File: config.mk
export PLATFORM = sky130hd
export DESIGN_NAME = timer_status_top
export DESIGN_NICKNAME = d
export VERILOG_FILES = /design/src/timer_pkg.sv /design/src/timer_prescaler.sv /design/src/timer_channel.sv /design/src/timer_status_top.sv
export SDC_FILE = /design/constraint.sdc
export NUM_CORES = 1
export LEC_CHECK = 0
export BUFFER_PORTS_ARGS = -buffer_cell sky130_fd_sc_hd__buf_2
export CAP_MARGIN = 40
export CORE_UTILIZATION = 30
export DETAILED_ROUTE_END_ITERATION = 10
export SETUP_SLACK_MARGIN = 0.15
export SKIP_CTS_REPAIR_TIMING = 1
export SYNTH_ARGS = -nofsm -noshare
export SYNTH_HDL_FRONTEND = slang
export SYNTH_SLANG_ARGS = --single-unit
File: constraint.sdc
create_clock -name I_SYS_CLK -period 3.7 [get_ports I_SYS_CLK]
set_input_delay 0.555 -clock I_SYS_CLK [delete_from_list [all_inputs] [get_ports I_SYS_CLK]]
set_output_delay 0.555 -clock I_SYS_CLK [all_outputs]
set_load 0.05 [all_outputs]
File: src/timer_pkg.sv
package timer_pkg;

    // ****************************************
    // Sizes
    // ****************************************
    localparam int NUM_CH   = 5;
    localparam int CNT_W    = 16;
    localparam int NUM_GEN  = 4;
    localparam int NUM_TAPS = 4;

    // ****************************************
    // Register map
    // ****************************************
    localparam int CH_LSB  = 5;
    localparam int IDX_LSB = 2;
    localparam logic [2:0] STATUS_IDX  = 3'h0;
    localparam logic [2:0] COUNTER_IDX = 3'h1;
    localparam logic [2:0] CTRL_IDX    = 3'h2;
    localparam logic [2:0] GEN_A_IDX   = 3'h3;

    // ****************************************
    // Status fields and reset values
    // ****************************************
    localparam int ST_DIR = 7;
    localparam int ST_RSV = 6;
    localparam int ST_UNF = 5;
    localparam int ST_OVF = 4;
    localparam logic [7:0]  STATUS_RESET  = 8'hc0;
    localparam logic [15:0] COUNTER_RESET = 16'h0000;
    localparam logic [15:0] GEN_RESET     = 16'hffff;
    localparam logic [10:0] CTRL_RESET    = 11'h000;

    typedef struct packed {
        logic [3:0] capture_sel;
        logic [1:0] prescale;
        logic       irq_en;
        logic       cascade;
        logic       down;
        logic       updown;
        logic       start;
    } chan_ctrl_t;

    typedef struct packed {
        logic [4:0] dma_a;
        logic [4:0] dtc_b;
        logic [4:0] dtc_c;
        logic [4:0] dtc_d;
        logic       dtc_ovf4;
    } xfer_ack_t;

    typedef struct packed {
        logic [2:0] ch;
        logic [2:0] idx;
    } bus_req_t;

endpackage : timer_pkg

File: src/timer_prescaler.sv
module timer_prescaler #(
    parameter int N_TAPS = 4
) (
    input  wire logic              i_clk,
    input  wire logic              i_rst,
    output logic      [N_TAPS-1:0] o_tick
);

    localparam int DW = 2 * (N_TAPS - 1);

    logic [DW-1:0] div;

    always_ff @(posedge i_clk) begin
        if (i_rst) begin
            div <= '0;
        end else begin
            div <= div + 1'b1;
        end
    end

    // Tap k pulses once every 4**k cycles
    assign o_tick[0] = 1'b1;
    genvar k;
    generate
        for (k = 1; k < N_TAPS; k++) begin : g_tap
            assign o_tick[k] = &div[2*k-1:0];
        end
    endgenerate

endmodule : timer_prescaler

File: src/timer_channel.sv
module timer_channel #(
    parameter int CH = 0,
    parameter int W  = 16
) (
    input  wire logic                i_clk,
    input  wire logic                i_rst,
    input  wire logic                i_tick,
    input  timer_pkg::chan_ctrl_t    i_ctrl,
    input  wire logic                i_casc_ovf,
    input  wire logic                i_casc_unf,
    input  wire logic [3:0]          i_cap,
    input  wire logic                i_stat_rd,
    input  wire logic                i_stat_wr,
    input  wire logic                i_cnt_wr,
    input  wire logic [3:0]          i_gen_wr,
    input  wire logic [W-1:0]        i_wdata,
    input  wire logic [3:0]          i_ack,
    input  wire logic                i_ovf_ack,
    output logic      [7:0]          o_status,
    output logic      [W-1:0]        o_count,
    output logic      [4*W-1:0]      o_gen,
    output logic                     o_ovf_evt,
    output logic                     o_unf_evt
);

    localparam bit HAS_UNF = (CH == 1) || (CH == 2);
    localparam bit HAS_CD  = !HAS_UNF;
    localparam logic [5:0] VALID = {HAS_UNF, 1'b1, HAS_CD, HAS_CD, 2'b11};

    logic [W-1:0] count;
    logic [W-1:0] gen [4];
    logic [W-1:0] next_count;
    logic [5:0]   flags;
    logic [5:0]   armed;
    logic [5:0]   set;
    logic [5:0]   clr;
    logic [5:0]   wbits;
    logic         dir;
    logic         moved;
    logic         updown_ok;
    logic         step;
    logic         down;
    logic         wrap_up;
    logic         wrap_dn;
    logic         dec_one;

    // ****************************************
    // Counting
    // ****************************************
    always_comb begin
        updown_ok = 1'b0;
        if (HAS_UNF) begin
            updown_ok = i_ctrl.updown | i_ctrl.cascade;
        end else if (CH >= 3) begin
            updown_ok = i_ctrl.updown;
        end
        if (HAS_UNF && i_ctrl.cascade) begin
            step = i_ctrl.start & (i_casc_ovf | i_casc_unf);
            down = i_casc_unf;
        end else begin
            step = i_ctrl.start & i_tick;
            down = updown_ok & i_ctrl.down;
        end
        next_count = down ? count - 1'b1 : count + 1'b1;
        wrap_up = step & ~down & (&count);
        wrap_dn = step & down & (count == '0);
        dec_one = step & down & (count == W'(1));
    end

    always_ff @(posedge i_clk) begin
        if (i_rst) begin
            count <= W'(timer_pkg::COUNTER_RESET);
        end else if (i_cnt_wr) begin
            count <= i_wdata;
        end else if (step) begin
            count <= next_count;
        end
    end

    always_ff @(posedge i_clk) begin
        if (i_rst) begin
            dir       <= 1'b1;
            moved     <= 1'b0;
            o_ovf_evt <= 1'b0;
            o_unf_evt <= 1'b0;
        end else begin
            if (step && CH != 0) begin
                dir <= ~down;
            end
            moved     <= step & ~i_cnt_wr;
            o_ovf_evt <= wrap_up;
            o_unf_evt <= wrap_dn;
        end
    end

    // ****************************************
    // General registers, match and capture
    // ****************************************
    genvar g;
    generate
        for (g = 0; g < 4; g++) begin : g_gen
            always_ff @(posedge i_clk) begin
                if (i_rst) begin
                    gen[g] <= W'(timer_pkg::GEN_RESET);
                end else if (i_gen_wr[g]) begin
                    gen[g] <= i_wdata;
                end else if (i_cap[g] && i_ctrl.capture_sel[g]) begin
                    gen[g] <= count;
                end
            end
            assign set[g] = i_ctrl.capture_sel[g]
                ? i_cap[g]
                : moved & (count == gen[g]);
            assign o_gen[g*W +: W] = gen[g];
        end
    endgenerate

    // ****************************************
    // Status flags
    // ****************************************
    assign set[4] = wrap_up | ((CH == 4) & dec_one);
    assign set[5] = wrap_dn;
    assign wbits  = {i_wdata[timer_pkg::ST_UNF],
                     i_wdata[timer_pkg::ST_OVF], i_wdata[3:0]};

    always_comb begin
        clr = {1'b0, i_ovf_ack & (CH == 4), i_ack};
        if (i_stat_wr) begin
            clr = clr | (armed & ~wbits);
        end
    end

    always_ff @(posedge i_clk) begin
        if (i_rst) begin
            flags <= timer_pkg::STATUS_RESET[5:0];
            armed <= 6'h00;
        end else begin
            flags <= ((flags & ~clr) | set) & VALID;
            if (i_stat_wr) begin
                armed <= 6'h00;
            end else if (i_stat_rd) begin
                armed <= armed | flags;
            end
        end
    end

    assign o_status = {dir, 1'b1, flags};
    assign o_count  = count;

endmodule : timer_channel

File: src/timer_status_top.sv
// What this block does
// - Writing 1 never sets a flag
// - Direction flag: 0 down, 1 up, resets 1
// - Channel 0 direction bit reads 1
// - Status bit 6 always reads 1
// - Channels 1, 2 underflow on 0 to FFFF
// - Underflow clears by 0 after read 1
// - Channels 0, 3, 4 underflow reads 0
// - Overflow sets on FFFF to 0
// - Channel 4 overflow also on 1 to 0
// - Channel 4 overflow cleared by transfer ack
// - Compare match sets its flag
// - Input capture copies counter, sets flag
// - Match flag clears by 0 after read 1
// - Flag A cleared by DMA transfer
// - Flags B-D cleared by data transfer
// - Channels 1, 2 flags C, D read 0
// - Five read/write 16-bit counters
// - Counters reset by power-on and standby only
// - Channels 1, 2 up/down only when allowed
// - Channel 0 up only; 3, 4 count down only with updown set
// - Status reset by power-on, standby only
// - Overflow interrupt only when enabled
module timer_status_top (
    input  wire logic                  I_SYS_CLK,
    input  wire logic                  I_RESET,
    input  wire logic                  I_STANDBY,
    input  wire logic                  I_MANUAL_RESET,
    input  wire logic                  I_HSEL,
    input  wire logic [31:0]           I_HADDR,
    input  wire logic [1:0]            I_HTRANS,
    input  wire logic                  I_HWRITE,
    input  wire logic [2:0]            I_HSIZE,
    input  wire logic [31:0]           I_HWDATA,
    input  wire logic                  I_HREADY,
    input  wire logic [19:0]           I_CAPTURE,
    input  timer_pkg::xfer_ack_t       I_XFER_ACK,
    output logic      [31:0]           O_HRDATA,
    output logic                       O_HREADYOUT,
    output logic                       O_HRESP,
    output logic      [4:0]            O_IRQ_OVF
);

    localparam int N = timer_pkg::NUM_CH;
    localparam int W = timer_pkg::CNT_W;

    // ****************************************
    // Resets
    // ****************************************
    // Counters and flags survive a manual reset; only the bus
    // interface restarts so a half-done transfer cannot hang.
    logic chan_rst;
    logic bus_rst;

    assign chan_rst = I_RESET | I_STANDBY;
    assign bus_rst  = chan_rst | I_MANUAL_RESET;

    // ****************************************
    // Decoding
    // ****************************************
    function automatic logic mapped(input logic [2:0] ch,
                                    input logic [2:0] idx);
        logic narrow;
        narrow = (ch == 3'h1) || (ch == 3'h2);
        if (ch >= 3'(N)) begin
            mapped = 1'b0;
        end else if (idx < timer_pkg::GEN_A_IDX) begin
            mapped = 1'b1;
        end else if (narrow) begin
            mapped = idx < timer_pkg::GEN_A_IDX + 3'h2;
        end else begin
            mapped = idx < timer_pkg::GEN_A_IDX + 3'h4;
        end
    endfunction : mapped

    function automatic logic hit(input timer_pkg::bus_req_t r,
                                 input int c,
                                 input logic [2:0] idx);
        hit = (r.ch == 3'(c)) && (r.idx == idx) && mapped(r.ch, r.idx);
    endfunction : hit

    // ****************************************
    // AHB-Lite slave
    // ****************************************
    // Writes finish with no wait state; reads take one wait state
    // so a read right after a write sees the written value.
    timer_pkg::bus_req_t req;
    logic                take;
    logic                wr_pend;
    logic                rd_pend;

    assign take = I_HSEL & I_HREADY & I_HTRANS[1];

    always_ff @(posedge I_SYS_CLK) begin
        if (bus_rst) begin
            req <= '0;
        end else if (take) begin
            req.ch  <= I_HADDR[timer_pkg::CH_LSB +: 3];
            req.idx <= I_HADDR[timer_pkg::IDX_LSB +: 3];
        end
    end

    always_ff @(posedge I_SYS_CLK) begin
        if (bus_rst) begin
            wr_pend     <= 1'b0;
            rd_pend     <= 1'b0;
            O_HREADYOUT <= 1'b1;
        end else begin
            wr_pend <= take & I_HWRITE;
            rd_pend <= take & ~I_HWRITE;
            if (take && !I_HWRITE) begin
                O_HREADYOUT <= 1'b0;
            end else if (rd_pend) begin
                O_HREADYOUT <= 1'b1;
            end
        end
    end

    // Errors are never signalled; unmapped reads return zero
    always_ff @(posedge I_SYS_CLK) begin
        if (bus_rst) begin
            O_HRESP <= 1'b0;
        end else begin
            O_HRESP <= 1'b0;
        end
    end

    // ****************************************
    // Capture inputs
    // ****************************************
    logic [19:0] cap_s1;
    logic [19:0] cap_s2;
    logic [19:0] cap_s3;
    logic [19:0] cap_pulse;

    always_ff @(posedge I_SYS_CLK) begin
        if (chan_rst) begin
            cap_s1 <= 20'h00000;
            cap_s2 <= 20'h00000;
            cap_s3 <= 20'h00000;
        end else begin
            cap_s1 <= I_CAPTURE;
            cap_s2 <= cap_s1;
            cap_s3 <= cap_s2;
        end
    end

    // Rising edge only; both-edge capture is not offered
    assign cap_pulse = cap_s2 & ~cap_s3;

    // ****************************************
    // Prescaler
    // ****************************************
    logic [timer_pkg::NUM_TAPS-1:0] taps;

    timer_prescaler #(
        .N_TAPS (timer_pkg::NUM_TAPS)
    ) u_prescaler (
        .i_clk  (I_SYS_CLK),
        .i_rst  (chan_rst),
        .o_tick (taps)
    );

    // ****************************************
    // Channels
    // ****************************************
    timer_pkg::chan_ctrl_t ctrl [N];
    logic [7:0]            status [N];
    logic [W-1:0]          count [N];
    logic [4*W-1:0]        gen [N];
    logic [N-1:0]          ovf_evt;
    logic [N-1:0]          unf_evt;
    logic [N-1:0]          casc_ovf;
    logic [N-1:0]          casc_unf;
    logic [N-1:0]          stat_rd;
    logic [N-1:0]          stat_wr;
    logic [N-1:0]          cnt_wr;
    logic [N-1:0]          ctrl_wr;
    logic [3:0]            gen_wr [N];
    logic [3:0]            ack [N];

    // Channels 1 and 2 may count each other's wraps
    assign casc_ovf = {2'b00, ovf_evt[1], ovf_evt[2], 1'b0};
    assign casc_unf = {2'b00, unf_evt[1], unf_evt[2], 1'b0};

    genvar c;
    genvar g;
    generate
        for (c = 0; c < N; c++) begin : g_ch
            assign stat_rd[c] = rd_pend & hit(req, c,
                                timer_pkg::STATUS_IDX);
            assign stat_wr[c] = wr_pend & hit(req, c,
                                timer_pkg::STATUS_IDX);
            assign cnt_wr[c]  = wr_pend & hit(req, c,
                                timer_pkg::COUNTER_IDX);
            assign ctrl_wr[c] = wr_pend & hit(req, c,
                                timer_pkg::CTRL_IDX);
            for (g = 0; g < 4; g++) begin : g_gw
                assign gen_wr[c][g] = wr_pend & hit(req, c,
                        timer_pkg::GEN_A_IDX + 3'(g));
            end

            assign ack[c] = {I_XFER_ACK.dtc_d[c],
                             I_XFER_ACK.dtc_c[c],
                             I_XFER_ACK.dtc_b[c],
                             I_XFER_ACK.dma_a[c]};

            always_ff @(posedge I_SYS_CLK) begin
                if (chan_rst) begin
                    ctrl[c] <= timer_pkg::CTRL_RESET;
                end else if (ctrl_wr[c]) begin
                    ctrl[c] <= I_HWDATA[10:0];
                end
            end

            timer_channel #(
                .CH (c),
                .W  (W)
            ) u_chan (
                .i_clk      (I_SYS_CLK),
                .i_rst      (chan_rst),
                .i_tick     (taps[ctrl[c].prescale]),
                .i_ctrl     (ctrl[c]),
                .i_casc_ovf (casc_ovf[c]),
                .i_casc_unf (casc_unf[c]),
                .i_cap      (cap_pulse[4*c +: 4]),
                .i_stat_rd  (stat_rd[c]),
                .i_stat_wr  (stat_wr[c]),
                .i_cnt_wr   (cnt_wr[c]),
                .i_gen_wr   (gen_wr[c]),
                .i_wdata    (I_HWDATA[W-1:0]),
                .i_ack      (ack[c]),
                .i_ovf_ack  (I_XFER_ACK.dtc_ovf4),
                .o_status   (status[c]),
                .o_count    (count[c]),
                .o_gen      (gen[c]),
                .o_ovf_evt  (ovf_evt[c]),
                .o_unf_evt  (unf_evt[c])
            );

            always_ff @(posedge I_SYS_CLK) begin
                if (chan_rst) begin
                    O_IRQ_OVF[c] <= 1'b0;
                end else begin
                    O_IRQ_OVF[c] <= status[c][timer_pkg::ST_OVF]
                                  & ctrl[c].irq_en;
                end
            end
        end
    endgenerate

    // ****************************************
    // Read data
    // ****************************************
    logic [31:0] rd_word;
    logic [2:0]  gsel;

    always_comb begin
        rd_word = 32'h00000000;
        gsel    = req.idx - timer_pkg::GEN_A_IDX;
        if (mapped(req.ch, req.idx)) begin
            case (req.idx)
                timer_pkg::STATUS_IDX: begin
                    rd_word[7:0] = status[req.ch];
                end
                timer_pkg::COUNTER_IDX: begin
                    rd_word[W-1:0] = count[req.ch];
                end
                timer_pkg::CTRL_IDX: begin
                    rd_word[10:0] = ctrl[req.ch];
                end
                default: begin
                    rd_word[W-1:0] = gen[req.ch][gsel[1:0]*W +: W];
                end
            endcase
        end
    end

    always_ff @(posedge I_SYS_CLK) begin
        if (bus_rst) begin
            O_HRDATA <= 32'h00000000;
        end else if (rd_pend) begin
            O_HRDATA <= rd_word;
        end
    end

endmodule : timer_status_top

==> results.toml <==
[worst_setup_path]
arrival_ns = 3.82
r2r-end = "g_ch[1].u_chan.o_count[12]"
endpoint_kind = "register"
worstSetupPathType = "register to register"
cp_max_fo = 17
critPathRequiredTime_ns = 4.24
reg2reg_depth = 15
startpoint_type = "register"
r2r_setup_slack_ns = 0.41
timing.rr.start = "ctrl[1][2]"

[clock_tree]
cts_max_level = 3
clkLatencyLatePin_ns = 0.64
cts_tree = "yes"
cts-buffers-inserted = 70
cts-root-buf = "clkbuf_16"
cts_sinks = 613
clockBufferDepth = 3
clk_pin_slew_ns = 0.06

[floorplan]
design.core.area_mm2 = 0.115
die_x_um = 343
start_util_pct = 30.4
dieArea_mm2 = 0.117
rows = 124
fp.dieH_um = 343
ios = 156

[synthesis]
syn_area_mm2 = 0.0348
synth_edf_count = 375
ys.warnings.count = 0
synth_area_per_cell_um2 = 10.8
ys_ff_latch = 613
async_flop_share_pct = 0
yosysSeqAreaShare_pct = 46.0
synth-main-ff-cell = "edfxtp_1"
synth_cell_type_count = 100
syn-instance-count = 3217

[route]
drc = 22
drt-total-wl_mm = 147
viasPerCell = 6.04
vias = 29200
first_pass_iters = 8
ant_nets = 0
drt-initial-drc-count = 4517
drt-wirelength-per-cell_um = 30.3

[timing]
tightest_slew_ns = 0.992
slew_headroom_pct = 33.9
setup_viol = 0
fmax_mhz = 304
drv_slew = 0
tns_ns = 0
timing.final.crit_share_pct = 88.8
rsz0062_at_grt = "false"
min_period_ns = 3.29
skew_ns = 0.0366
hold_viol_final = 0

[global_routing]
grt_pass1_vias = 27000
grt_pass1_wl_mm = 204
grt_max_degree = 54
track_usage_pct = 24.2
grt_overflow = 0
antenna_found_initial = 2

[run]
drv_cap = 0

[outcome]
status = "complete, but fails checks"
violations = "design-rule violations"

[placement]
port-buffer-count = 88
dp_hpwl_mm = 105
place.gp.congestion = 1.02

[power_and_ir_drop]
p_total_mw = 15.4
p_leak_nw = 12.6
power_density_mw_per_mm2 = 386
vdd_drop_max_mv = 0.321

[hold_path]
hold_path_class = "primary input to register"
min_from = "I_CAPTURE[6]"
hold_end = "cap_s1[6]"
holdPathStages = 2

[final_layout]
final_cell_mix = "375 x edfxtp_1, 308 x o22a_1, 234 x dfxtp_1, 198 x nor2_1, 178 x buf_4"
final_layout_size_suffix_gt1_share_pct = 16.9
synthToLayoutAreaGrowth_pct = 14.3
layout_commonest_cell = "edfxtp_1"
final_nets = 3440
area by class of cell:
cell class	instances	area, µm²
antenna	1	2.50
inverter	45	171
clock buffer	101	2070
clock inverter	28	292
fill	11400	74900
sequential	613	16000
timing repair buffer	285	2130
tap	1512	1890
multi-input combinational	2250	17200
layer usage:
metal | routed length (µm) | vias to the layer above | track usage [%]
met2 | 60800 | 2167 | 35.2
li1 | - | 12200 | -
met3 | 20100 | 424 | 7.56
met5 | 8 | - | 0
met1 | 55700 | 14400 | 31.8
met4 | 9930 | 2 | 13.6
state kept, by name, summed over array words and instances (netlist names), 5 cells and up, named ones only:
register and count:
g_ch.u_chan.gen 320, g_ch.u_chan.o_count 80, ctrl 55, g_ch.u_chan.armed 23, g_ch.u_chan.flags 23, cap_s1 20
cap_s2 20, cap_s3 20, O_HRDATA 16, req 6, u_prescaler.div 6, O_IRQ_OVF 5
g_ch.u_chan.moved 5
through the flow:
stage | area [µm²] | hold WS [ns] | cells | worst slack, ns | utilization, %
after floorplan | 34900 | 0.398 | 3233 | 0.497 | -
after global placement | 37000 | 0.413 | 4683 | 0.260 | 32.3
after detailed placement | 37400 | 0.412 | 4702 | 0.313 | 32.6
after CTS | 39700 | 0.102 | 4831 | 0.295 | 34.7
after global routing | 39800 | 0.117 | 4834 | 0.161 | 34.7
final | 39800 | 0.119 | 4835 | 0.415 | 34.7
worst max-delay path, cell delays in order (launching register included):
cell,delay (ns)
edfxtp_1,0.40
nand2_1,0.09
nor2_1,0.04
a21oi_1,0.12
buf_4,0.20
inv_1,0.05
buf_4,0.20
ha_1,0.32
nor2b_1,0.16
o21ai_2,0.14
a21boi_1,0.13
or4_1,0.46
a41oi_2,0.24
nor2b_1,0.12
o311a_1,0.33
a211oi_1,0.19
cells in the mapped netlist, drive strengths merged, types with 16 or more instances:
cell type	number	area (µm²)
edfxtp	375	11300
o22a	308	2700
dfxtp	238	4760
nor2	206	801
clkbuf	205	772
nand2	175	754
xnor2	175	1530
a21oi	149	761
xor2	140	1230
and2	120	753
buf	120	748
o21ai	114	582
mux4	93	2090
nand4	66	419
nor3	62	310
ha	55	688
nand3	51	280
a211oi	49	373
inv	43	164
nor4	42	275
and3	41	267
mux2i	39	390
a31oi	30	188
nand3b	27	203
a21o	23	173
a221oi	23	208
o211ai	20	215
or3	17	106
nor2b	16	100
kinds of logic after synthesis:
group,after synthesis,share of synthesized area [%]
XOR/XNOR,315,7.93
AND/OR/NAND/NOR,885,13.7
adder cells (fa/ha/maj),58,2.15
multiplexers,133,7.17
AO/OA/AOI/OAI,842,18.1
flip-flops,613,46.0
buffers and inverters,370,4.86
other,1,0.0108
worst max path at each step:
stage               startpoint                         end  slack (ns)
CTS                 ctrl[2][3]  g_ch[2].u_chan.o_count[15]        0.29
detailed placement  ctrl[2][3]  g_ch[2].u_chan.o_count[14]        0.31
global route        ctrl[1][2]  g_ch[1].u_chan.o_count[12]        0.16
global placement    ctrl[2][3]  g_ch[2].u_chan.o_count[14]        0.26
floorplan               req[0]    g_ch[2].u_chan.gen[3][0]        0.50
finish              ctrl[1][2]  g_ch[1].u_chan.o_count[12]        0.41
report_power, final:
part	leakage, nW	internal, mW	total [mW]	switching [mW]
Sequential	4.90	7.27	7.33	0.0577
Clock	1.15	4.25	7.26	3.01
Combinational	6.56	0.200	0.779	0.579
(Power assumes the default switching activity.)
